`src/hdl/flash_programming_select_pin_cfg.svh`:
```
// Constants of the serial flash programming port: opcodes, fields, reset values.
// Assumes inclusion by the package and the port module only.
`ifndef FLASH_PROGRAMMING_SELECT_PIN_CFG_SVH
`define FLASH_PROGRAMMING_SELECT_PIN_CFG_SVH

// ------------------------------------------------------------
// Instruction framing
// ------------------------------------------------------------
`define FP_FRAME_BITS     32
`define FP_SYNC_STAGES    2

// ------------------------------------------------------------
// Opcode patterns, first and second byte
// ------------------------------------------------------------
`define FP_OP_PREFIX      8'hAC
`define FP_OP_ENABLE_B2   8'h53
`define FP_OP_TIMING_B2   8'h5D
`define FP_OP_ERASE_B2HI  3'h4
`define FP_OP_LOCKWR_B2HI 3'h7
`define FP_OP_LOAD        8'h40
`define FP_OP_PROGRAM     8'h4C
`define FP_OP_READ        8'h20
`define FP_OP_LOCKRD      8'h58
`define FP_OP_SIG         8'h30
`define FP_OP_HSEL_MASK   8'hF7
`define FP_OP_HSEL_BIT    3

// ------------------------------------------------------------
// Field positions and reset values
// ------------------------------------------------------------
`define FP_TIMING_W       6
`define FP_LOCK_RESET     8'hFF
`define FP_READ_BUSY      8'hFF
`define FP_READ_LOCKED    8'h00
`define FP_LOCK_SPIRE     0

`endif

```
`src/hdl/flash_programming_select_pin_pkg.sv`:
```
// Types of the serial flash programming port.
// Assumes flash_programming_select_pin_cfg.svh sits beside it.
package flash_programming_select_pin_pkg;
  `include "flash_programming_select_pin_cfg.svh"

  // Decoded serial instruction
  typedef enum logic [3:0] {
    CMD_NONE, CMD_ENABLE, CMD_TIMING, CMD_ERASE, CMD_LOAD,
    CMD_PROGRAM, CMD_READ, CMD_LOCK_WR, CMD_LOCK_RD, CMD_SIG
  } cmd_t;

  // Operation handed to the flash macro
  typedef enum logic [1:0] {
    FL_ERASE, FL_LOAD, FL_PROGRAM
  } fl_op_t;

  // Flash byte address: page and 7 bit offset within it
  typedef struct packed {
    logic [7:0] page;
    logic [6:0] offset;
  } fl_addr_t;

  // One queued flash operation
  typedef struct packed {
    fl_op_t     op;
    fl_addr_t   addr;
    logic [7:0] data;
  } fl_cmd_t;

  // Opcode decode from the first two bytes
  function automatic cmd_t decode_cmd(input logic [7:0] b1, input logic [7:0] b2);
    cmd_t c;
    c = CMD_NONE;
    if (b1 == `FP_OP_PREFIX)
    begin
      if (b2 == `FP_OP_ENABLE_B2)
        c = CMD_ENABLE;
      else if (b2 == `FP_OP_TIMING_B2)
        c = CMD_TIMING;
      else if (b2[7:5] == `FP_OP_ERASE_B2HI)
        c = CMD_ERASE;
      else if (b2[7:5] == `FP_OP_LOCKWR_B2HI)
        c = CMD_LOCK_WR;
    end
    else if ((b1 & `FP_OP_HSEL_MASK) == `FP_OP_LOAD)
      c = CMD_LOAD;
    else if (b1 == `FP_OP_PROGRAM)
      c = CMD_PROGRAM;
    else if ((b1 & `FP_OP_HSEL_MASK) == `FP_OP_READ)
      c = CMD_READ;
    else if (b1 == `FP_OP_LOCKRD)
      c = CMD_LOCK_RD;
    else if (b1 == `FP_OP_SIG)
      c = CMD_SIG;
    return c;
  endfunction : decode_cmd
endpackage : flash_programming_select_pin_pkg

```
`src/hdl/flash_programming_select_pin_port.sv`:
```
// Serial flash programming port: four-byte instructions from an external programmer.
// Assumes the flash macro (page buffer, array, erase timing) sits on the fl_* and rd_* ports
// in the clk_i domain; sck, si and the select pin are asynchronous pins.
`timescale 1ns/1ps
`include "flash_programming_select_pin_cfg.svh"
module flash_programming_select_pin_port
#(
  parameter int          FIFO_DEPTH = 16,
  parameter logic [47:0] SIG_BYTES  = 48'h0102_0304_0506  // Arbitrary identity value
) (
  input  wire logic                  clk_i,
  input  wire logic                  srst_i,
  input  wire logic                  sck_i,
  input  wire logic                  si_i,
  input  wire logic                  programming_select_pin_n_i,
  output logic                       so_o,
  output logic                       so_oe_o,
  output logic                       armed_o,
  output logic [`FP_TIMING_W-1:0]    flash_timing_value_o,
  output logic [7:0]                 lock_bits_o,
  output logic                       overrun_o,
  output logic                       fl_cmd_valid_o,
  output flash_programming_select_pin_pkg::fl_cmd_t    fl_cmd_o,
  input  wire logic                  fl_cmd_ready_i,
  input  wire logic                  fl_busy_i,
  output logic                       rd_req_o,
  output flash_programming_select_pin_pkg::fl_addr_t   rd_addr_o,
  input  wire logic [7:0]            rd_data_i,
  input  wire logic                  rd_valid_i
);
  import flash_programming_select_pin_pkg::*;

  if (FIFO_DEPTH < 2)
  begin : g_bad_depth
    $error("flash_programming_select_pin_port: FIFO_DEPTH must be at least 2");
  end

  // ------------------------------------------------------------
  // Pin synchronisers and edge detection
  // ------------------------------------------------------------
  logic       sck_s1_q, sck_s2_q, sck_prev_q;
  logic       si_s1_q, si_s2_q;
  logic       sel_s1_q, sel_s2_q;
  logic       sck_rise, sck_fall, sel_active;

  // Two flops per pin before any logic looks at it
  always_ff @(posedge clk_i)
  begin
    if (srst_i)
    begin
      {sck_s1_q, sck_s2_q, sck_prev_q, si_s1_q, si_s2_q} <= 5'h00;
      {sel_s1_q, sel_s2_q}                               <= 2'h3;  // Idle level: deselected
    end
    else
    begin
      {sck_s1_q, sck_s2_q, sck_prev_q} <= {sck_i, sck_s1_q, sck_s2_q};
      {si_s1_q, si_s2_q}               <= {si_i, si_s1_q};
      {sel_s1_q, sel_s2_q}             <= {programming_select_pin_n_i, sel_s1_q};
    end
  end
  assign sel_active = ~sel_s2_q;
  assign sck_rise   = sel_active & sck_s2_q & ~sck_prev_q;
  assign sck_fall   = sel_active & ~sck_s2_q & sck_prev_q;

  // ------------------------------------------------------------
  // Receive shifter and bit counter
  // ------------------------------------------------------------
  logic [31:0] rx_q;
  logic [31:0] rx_next;
  logic [4:0]  bit_cnt_q;
  logic        armed_q;
  logic        sync_hit;
  logic        frame_end;
  logic        byte3_end;
  cmd_t        cmd_now;
  assign rx_next   = {rx_q[30:0], si_s2_q};
  assign sync_hit  = (rx_next[15:0] == {`FP_OP_PREFIX, `FP_OP_ENABLE_B2});
  assign frame_end = sck_rise & (bit_cnt_q == 5'd31);
  assign byte3_end = sck_rise & (bit_cnt_q == 5'd23);
  assign cmd_now   = frame_end ? decode_cmd(rx_next[31:24], rx_next[23:16])
                               : decode_cmd(rx_next[23:16], rx_next[15:8]);
  // Shift on every rising edge; unarmed, hunt for the enable pattern
  always_ff @(posedge clk_i)
  begin
    if (srst_i || !sel_active)
    begin
      rx_q      <= '0;
      bit_cnt_q <= '0;
    end
    else if (sck_rise)
    begin
      rx_q <= rx_next;
      if (!armed_q && sync_hit)
        bit_cnt_q <= 5'd16;
      else
        bit_cnt_q <= bit_cnt_q + 5'd1;
    end
  end

  // Armed after a complete enable instruction, dropped with the select pin
  always_ff @(posedge clk_i)
  begin
    if (srst_i || !sel_active)
      armed_q <= 1'b0;
    else if (frame_end && cmd_now == CMD_ENABLE)
      armed_q <= 1'b1;
  end

  // ------------------------------------------------------------
  // Transmit byte selection and shifting
  // ------------------------------------------------------------
  logic [7:0] echo_q;
  logic [7:0] resp_q;
  logic [7:0] tx_q;
  logic       rd_wait_q;
  logic       write_busy;
  logic       fifo_out_valid;
  logic [7:0] load_byte;
  assign write_busy = fl_busy_i | fl_cmd_valid_o | fifo_out_valid;
  assign load_byte  = (bit_cnt_q[4:3] == 2'd2)            ? echo_q :
                      (bit_cnt_q[4:3] == 2'd3 && armed_q) ? resp_q : 8'h00;

  // Echo byte decided once byte two is in
  always_ff @(posedge clk_i)
  begin
    if (srst_i || !sel_active)
      echo_q <= '0;
    else if (sck_rise && (sync_hit && (!armed_q || bit_cnt_q == 5'd15)))
      echo_q <= `FP_OP_ENABLE_B2;
    else if (sck_rise && bit_cnt_q == 5'd15)
      echo_q <= '0;
  end

  // Byte four answer for read-type instructions
  always_ff @(posedge clk_i)
  begin
    if (srst_i)
    begin
      resp_q    <= '0;
      rd_wait_q <= 1'b0;
      rd_req_o  <= 1'b0;
      rd_addr_o <= '0;
    end
    else
    begin
      rd_req_o <= 1'b0;
      if (byte3_end && armed_q)
      begin
        resp_q    <= '0;
        rd_wait_q <= 1'b0;
        unique case (cmd_now)
          CMD_READ:
          begin
            if (write_busy)
              resp_q <= `FP_READ_BUSY;
            else if (!lock_bits_o[`FP_LOCK_SPIRE])
              resp_q <= `FP_READ_LOCKED;
            else
            begin
              rd_req_o  <= 1'b1;
              rd_wait_q <= 1'b1;
              rd_addr_o <= '{page: rx_next[15:8],
                             offset: {rx_next[7:2], rx_next[16+`FP_OP_HSEL_BIT]}};
            end
          end
          CMD_LOCK_RD:
            resp_q <= lock_bits_o;
          CMD_SIG:
            if (rx_next[2:0] < 3'd6)
              resp_q <= SIG_BYTES[8*(5-rx_next[2:0]) +: 8];
          CMD_NONE, CMD_ENABLE, CMD_TIMING, CMD_ERASE, CMD_LOAD,
          CMD_PROGRAM, CMD_LOCK_WR:
            resp_q <= '0;
        endcase
      end
      else if (rd_wait_q && rd_valid_i)
      begin
        resp_q    <= rd_data_i;
        rd_wait_q <= 1'b0;
      end
    end
  end

  // Serial output: load a byte at each byte boundary, else shift, after sck falls
  always_ff @(posedge clk_i)
  begin
    if (srst_i || !sel_active)
    begin
      tx_q    <= '0;
      so_o    <= 1'b0;
      so_oe_o <= 1'b0;
    end
    else
    begin
      so_oe_o <= 1'b1;
      if (sck_fall)
      begin
        if (bit_cnt_q[2:0] == 3'd0)
        begin
          tx_q <= {load_byte[6:0], 1'b0};
          so_o <= load_byte[7];
        end
        else
        begin
          so_o <= tx_q[7];
          tx_q <= {tx_q[6:0], 1'b0};
        end
      end
    end
  end

  // ------------------------------------------------------------
  // Instruction execution at frame end
  // ------------------------------------------------------------
  logic    push_valid;
  logic    push_ready;
  fl_cmd_t push_cmd;
  logic    exec;
  assign exec = frame_end & armed_q;
  // Queue the write-type operations toward the flash macro
  always_comb
  begin
    push_valid = 1'b0;
    push_cmd   = '{op: FL_ERASE, addr: '0, data: rx_next[7:0]};
    if (exec)
    begin
      unique case (cmd_now)
        CMD_ERASE:
          push_valid = 1'b1;
        CMD_LOAD:
        begin
          push_valid = 1'b1;
          push_cmd.op   = FL_LOAD;
          push_cmd.addr = '{page: '0,
                            offset: {rx_next[15:10], rx_next[24+`FP_OP_HSEL_BIT]}};
        end
        CMD_PROGRAM:
        begin
          push_valid = 1'b1;
          push_cmd.op   = FL_PROGRAM;
          push_cmd.addr = '{page: rx_next[23:16], offset: '0};
        end
        CMD_NONE, CMD_ENABLE, CMD_TIMING, CMD_READ, CMD_LOCK_WR,
        CMD_LOCK_RD, CMD_SIG:
          push_valid = 1'b0;
      endcase
    end
  end

  // Timing value and protection bits
  always_ff @(posedge clk_i)
  begin
    if (srst_i)
    begin
      flash_timing_value_o <= '0;
      lock_bits_o          <= `FP_LOCK_RESET;
    end
    else if (exec)
    begin
      if (cmd_now == CMD_TIMING)
        flash_timing_value_o <= rx_next[`FP_TIMING_W-1:0];
      else if (cmd_now == CMD_ERASE && push_ready)
        lock_bits_o <= `FP_LOCK_RESET;
      else if (cmd_now == CMD_LOCK_WR)
        lock_bits_o <= lock_bits_o & rx_next[7:0];
    end
  end

  // Sticky flag: an operation arrived while the queue was full and was dropped
  always_ff @(posedge clk_i)
  begin
    if (srst_i || !sel_active)
      overrun_o <= 1'b0;
    else if (push_valid && !push_ready)
      overrun_o <= 1'b1;
  end
  assign armed_o = armed_q;

  // ------------------------------------------------------------
  // Operation queue and registered output stage
  // ------------------------------------------------------------
  fl_cmd_t fifo_out;
  logic    fifo_pop;
  assign fifo_pop = fifo_out_valid & (~fl_cmd_valid_o | fl_cmd_ready_i);
  fp_cmd_fifo #(
    .WIDTH (($bits(fl_cmd_t))),
    .DEPTH (FIFO_DEPTH)
  ) u_queue (
    .clk_i       (clk_i),
    .srst_i      (srst_i),
    .in_valid_i  (push_valid),
    .in_ready_o  (push_ready),
    .in_data_i   (push_cmd),
    .out_valid_o (fifo_out_valid),
    .out_ready_i (fifo_pop),
    .out_data_o  (fifo_out)
  );

  // Hold an operation on the flash port until the macro takes it
  always_ff @(posedge clk_i)
  begin
    if (srst_i)
    begin
      fl_cmd_valid_o <= 1'b0;
      fl_cmd_o       <= '0;
    end
    else if (fifo_pop)
    begin
      fl_cmd_valid_o <= 1'b1;
      fl_cmd_o       <= fifo_out;
    end
    else if (fl_cmd_ready_i)
      fl_cmd_valid_o <= 1'b0;
  end
endmodule : flash_programming_select_pin_port

```
`src/hdl/fp_cmd_fifo.sv`:
```
// Synchronous FIFO holding queued flash operations.
// Assumes one clock and a synchronous active-high reset.
`timescale 1ns/1ps
module fp_cmd_fifo #(
  parameter int WIDTH = 25,
  parameter int DEPTH = 16
) (
  input  wire logic             clk_i,
  input  wire logic             srst_i,
  input  wire logic             in_valid_i,
  output logic                  in_ready_o,
  input  wire logic [WIDTH-1:0] in_data_i,
  output logic                  out_valid_o,
  input  wire logic             out_ready_i,
  output logic [WIDTH-1:0]      out_data_o
);
  localparam int AW = $clog2(DEPTH);

  if (DEPTH < 2 || (1 << AW) != DEPTH || WIDTH < 1)
  begin : g_bad_size
    $error("fp_cmd_fifo: DEPTH must be a power of two >= 2");
  end

  logic [WIDTH-1:0] mem_q [DEPTH];
  logic [AW-1:0]    wr_ptr_q;
  logic [AW-1:0]    rd_ptr_q;
  logic [AW:0]      count_q;
  logic             push;
  logic             pop;

  // ------------------------------------------------------------
  // Flags
  // ------------------------------------------------------------
  assign in_ready_o  = (count_q != (AW+1)'(DEPTH));
  assign out_valid_o = (count_q != '0);
  assign out_data_o  = mem_q[rd_ptr_q];
  assign push        = in_valid_i & in_ready_o;
  assign pop         = out_valid_o & out_ready_i;

  // Storage, written on push
  always_ff @(posedge clk_i)
  begin
    if (push)
      mem_q[wr_ptr_q] <= in_data_i;
  end

  // Pointers and fill level
  always_ff @(posedge clk_i)
  begin
    if (srst_i)
    begin
      wr_ptr_q <= '0;
      rd_ptr_q <= '0;
      count_q  <= '0;
    end
    else
    begin
      if (push)
        wr_ptr_q <= wr_ptr_q + 1'b1;
      if (pop)
        rd_ptr_q <= rd_ptr_q + 1'b1;
      if (push && !pop)
        count_q <= count_q + 1'b1;
      else if (pop && !push)
        count_q <= count_q - 1'b1;
    end
  end
endmodule : fp_cmd_fifo

```
`config.mk`:
```
export PLATFORM = sky130hd
export DESIGN_NAME = flash_programming_select_pin_port
export DESIGN_NICKNAME = d
export VERILOG_FILES = /design/src/hdl/flash_programming_select_pin_pkg.sv /design/src/hdl/flash_programming_select_pin_port.sv /design/src/hdl/fp_cmd_fifo.sv
export VERILOG_INCLUDE_DIRS = /design/src /design/src/hdl
export SDC_FILE = /design/constraint.sdc
export NUM_CORES = 1
export LEC_CHECK = 0
export ABC_AREA = 1
export ABC_CLOCK_PERIOD_IN_PS = 3800
export CAP_MARGIN = 20
export CORE_AREA = 2 2 211 213
export CTS_CLUSTER_SIZE = 14
export DETAILED_ROUTE_END_ITERATION = 7
export DIE_AREA = 0 0 213 215
export DONT_BUFFER_PORTS = 1
export GPL_TIMING_DRIVEN = 1
export PLACE_DENSITY = 0.68
export SYNTH_ARGS = -nofsm -noshare
export SYNTH_HDL_FRONTEND = slang
export SYNTH_SLANG_ARGS = --single-unit
export TNS_END_PERCENT = 5
```
`constraint.sdc`:
```
create_clock -name clk_i -period 3.8 [get_ports clk_i]
set_input_delay 0.76 -clock clk_i [delete_from_list [all_inputs] [get_ports clk_i]]
set_output_delay 0.76 -clock clk_i [all_outputs]
set_load 0.1 [all_outputs]
```
==> flow_summary.toml <==
[power]
powerDensity_nw_per_um2 = 610
irDropWorstVdd_uv = 452
power.leakage_nw = 7.61

[synthesis]
synth-simple-area-share_pct = 12.1
ys.flop_type = "edfxtp_1"
synth_seq_cells = 533
synth_common_cells = "421 x nor2_1, 400 x edfxtp_1, 358 x o21ai_0"
synth_top_family_by_area = "compound AO/OA/AOI/OAI gates"
synth-edff-count = 400
syn_inst = 2006
synth_top_cell_area_share_pct = 55.7
synthXorXnorAreaFrac_pct = 0.122
syn_area_sq_um = 21600
synth_adder_area_share_pct = 0.963
yosys.area.top_type = "edfxtp_1"
synth_area_per_cell_sq_um = 10.7
synth_warnings = 0
synth_compound_area_share_pct = 14.5
syn-num-nets = 2038
async_flop_share_pct = 0
synthMuxAreaShare_pct = 0
ys_top_cells_by_area = "edfxtp_1 56%, dfxtp_1 12%, o21ai_0 8.3%"
yosysSeqAreaShare_pct = 68.1
yosysMostFrequentCell = "nor2_1"
yosys.cell_types.count = 41

[routing]
wire_per_inst_um = 20.2
drc_errors = 0
wl_met1_um = 22500
dr.pass1.iters = 5
wl_met3_um = 3690
top_layer_used = "met4"
dr_wl_met2_um = 26000
vias = 15100
postRouteAntennaNets = 0
via_per_inst = 5.71
wl_um = 53500
drt_iter0_drc = 1673

[setup_path]
timing.rr.end = "u_queue.count_q[4]"
critical_path_class = "reg2reg"
cp_max_fo = 6
required_ns = 4.33
end_kind = "flip-flop"
worstSetupStartpointType = "flip-flop"
rr_startpoint = "bit_cnt_q[1]"
rrSetupSlack_ns = 0.27
cp.arrival_ns = 4.06
reg2reg_depth = 25

[place]
dp.cells = 2552
place_congestion = 0.909
portBuffers = 0
place_hpwl_um = 31600
dp_slack_ns = 0.0564

[floorplanning]
die_h_um = 215
rows = 77
placeableCoreArea_sq_um = 43600
num_io_pins = 76
die_w_um = 213
die_area_sq_um = 45800
initial_core_util_pct = 49.4

[timing]
period_share_pct = 92.9
slew_viol_final = 0
min_period_ns = 3.53
hold_viol_final = 0
setup_ws_ns = 0.271
worst_pin_slew_ns = 1.07
slew_headroom_pct = 28.9
clock_skew_ns = 0.0213
clock.fmax_mhz = 283
setup_viol = 0

[final_layout]
nets = 2048
nFillCells = 3599
seq_area_sq_um = 14700
multiInputGateArea_sq_um = 6130
drive_gt1_share_pct = 10.1
fin_util_pct = 55.5
fin_cells = 2650
n_antenna_cell = 0
syn_to_final_growth_pct = 12.4

[clocking]
cts_hold_buf = 0
cts_resized = 0
clkSinkCount = 533
cts_tree = "done"
cts_made_buffers = 53
ctsRootBufferMaster = "clkbuf_16"
postCtsSetupBuffers = 0
clk_path_buf_depth = 3
path_clk_slew_ns = 0.06
h-tree-depth = 2
clock_latency_ns = 0.61

[global_route]
antenna_found_initial = 1
grt_max_degree = 203
gr-total-overflow = 0
grt_pass1_vias = 14500
track_usage_pct = 23.5
grt_pass1_wl_um = 82800

[min_path]
whs_path_depth = 1
worstHoldStart = "srst_i"
hold_path.class = "in2reg"
min_to = "u_queue.wr_ptr_q[0]"

[outcome]
status = "finished clean"

[job]
maxCapViolCount = 0
==> sequential cells by signal, indices dropped and copies added, names as in the netlist, 5 cells and up <==
| register | cells |
|---|---|
| u_queue.mem_q | 400 |
| rx_q | 31 |
| fl_cmd_o | 25 |
| rd_addr_o | 15 |
| lock_bits_o | 8 |
| resp_q | 8 |
| tx_q | 7 |
| flash_timing_value_o | 6 |
| bit_cnt_q | 5 |
| u_queue.count_q | 5 |
==> kinds of logic after synthesis <==
kind of cell | count (synthesis)
flops | 533
compound gates | 585
xor+xnor | 3
simple gates | 630
fa+ha+maj | 16
buf+inv | 239
==> worst max-delay path by stage <==
stage | start | to | cells past startpoint
global placement | bit_cnt_q[0] | u_queue.count_q[4] | 26
detailed placement | bit_cnt_q[0] | u_queue.count_q[4] | 26
finish | bit_cnt_q[1] | u_queue.count_q[4] | 25
global route | bit_cnt_q[0] | u_queue.count_q[4] | 27
CTS | bit_cnt_q[0] | u_queue.count_q[4] | 26
floorplan | bit_cnt_q[0] | u_queue.mem_q[0][0] | 18
==> stage by stage <==
| step | TNS, ns | power (W) | area (sq um) | hold slack (ns) |
|---|---|---|---|---|
| 2_1_floorplan | 0 | 0.00927 | 21600 | 0.388 |
| 3_3_place_gp | 0 | 0.0100 | 22600 | 0.392 |
| 3_5_place_dp | 0 | 0.0101 | 22600 | 0.395 |
| 4_1_cts | 0 | 0.0148 | 24200 | 0.190 |
| 5_1_grt | -0.0293 | 0.0154 | 24200 | 0.189 |
| 6_report | 0 | 0.0148 | 24200 | 0.219 |
==> power by group <==
part / internal [W] / total [W] / leakage (nW) / switching [W]
clock: 0.00263 / 0.00480 / 0.770 / 0.00217
combinational: 0.000683 / 0.00260 / 2.94 / 0.00191
sequential: 0.00635 / 0.00738 / 3.89 / 0.00103
total: 0.00966 / 0.0148 / 7.61 / 0.00511
==> metal layers <==
metal  up-vias  track usage, %
met2       576            39.0
met1      7353            32.1
met4         0            7.27
li1       7103               -
met5         -               0
met3       104            3.40
==> placed cells by master (no fill, tap or decap), types with 12 or more instances in the layout <==
master	n
nor2_4	21
nand2_1	131
inv_1	114
clkinv_1	15
clkinv_2	12
edfxtp_1	400
nand3_1	27
buf_4	58
ha_1	12
clkbuf_16	53
o22ai_1	126
dfxtp_1	129
a21oi_1	88
o21ai_0	358
nor2_1	403
==> worst max-delay path: stages (launching register included) <==
cell	delay [ns]
dfxtp_1	0.35
ha_1	0.17
inv_1	0.08
nor3_4	0.13
ha_2	0.23
inv_1	0.07
nor2_4	0.14
nor2_1	0.07
nand2_1	0.10
nand3_1	0.15
nor2_2	0.19
nand2_1	0.11
nand2_2	0.09
nor2_4	0.05
nand2_4	0.07
inv_4	0.06
ha_2	0.18
buf_4	0.14
fa_1	0.41
nor2_1	0.16
a211oi_2	0.06
nand2_1	0.06
nand2_1	0.05
nor2_1	0.11
o21ai_0	0.09
a21oi_1	0.13
==> layout make-up <==
| class | instances | share of cell area, % |
|---|---|---|
| Clock buffer | 62 | 5.61 |
| Clock inverter | 35 | 0.935 |
| Inverter | 128 | 2.02 |
| Multi-Input combinational cell | 1234 | 25.3 |
| Sequential cell | 533 | 60.6 |
| Tap cell | 592 | 3.06 |
| Timing Repair Buffer | 66 | 2.49 |
No activity file was read; power rests on OpenSTA's default activity.
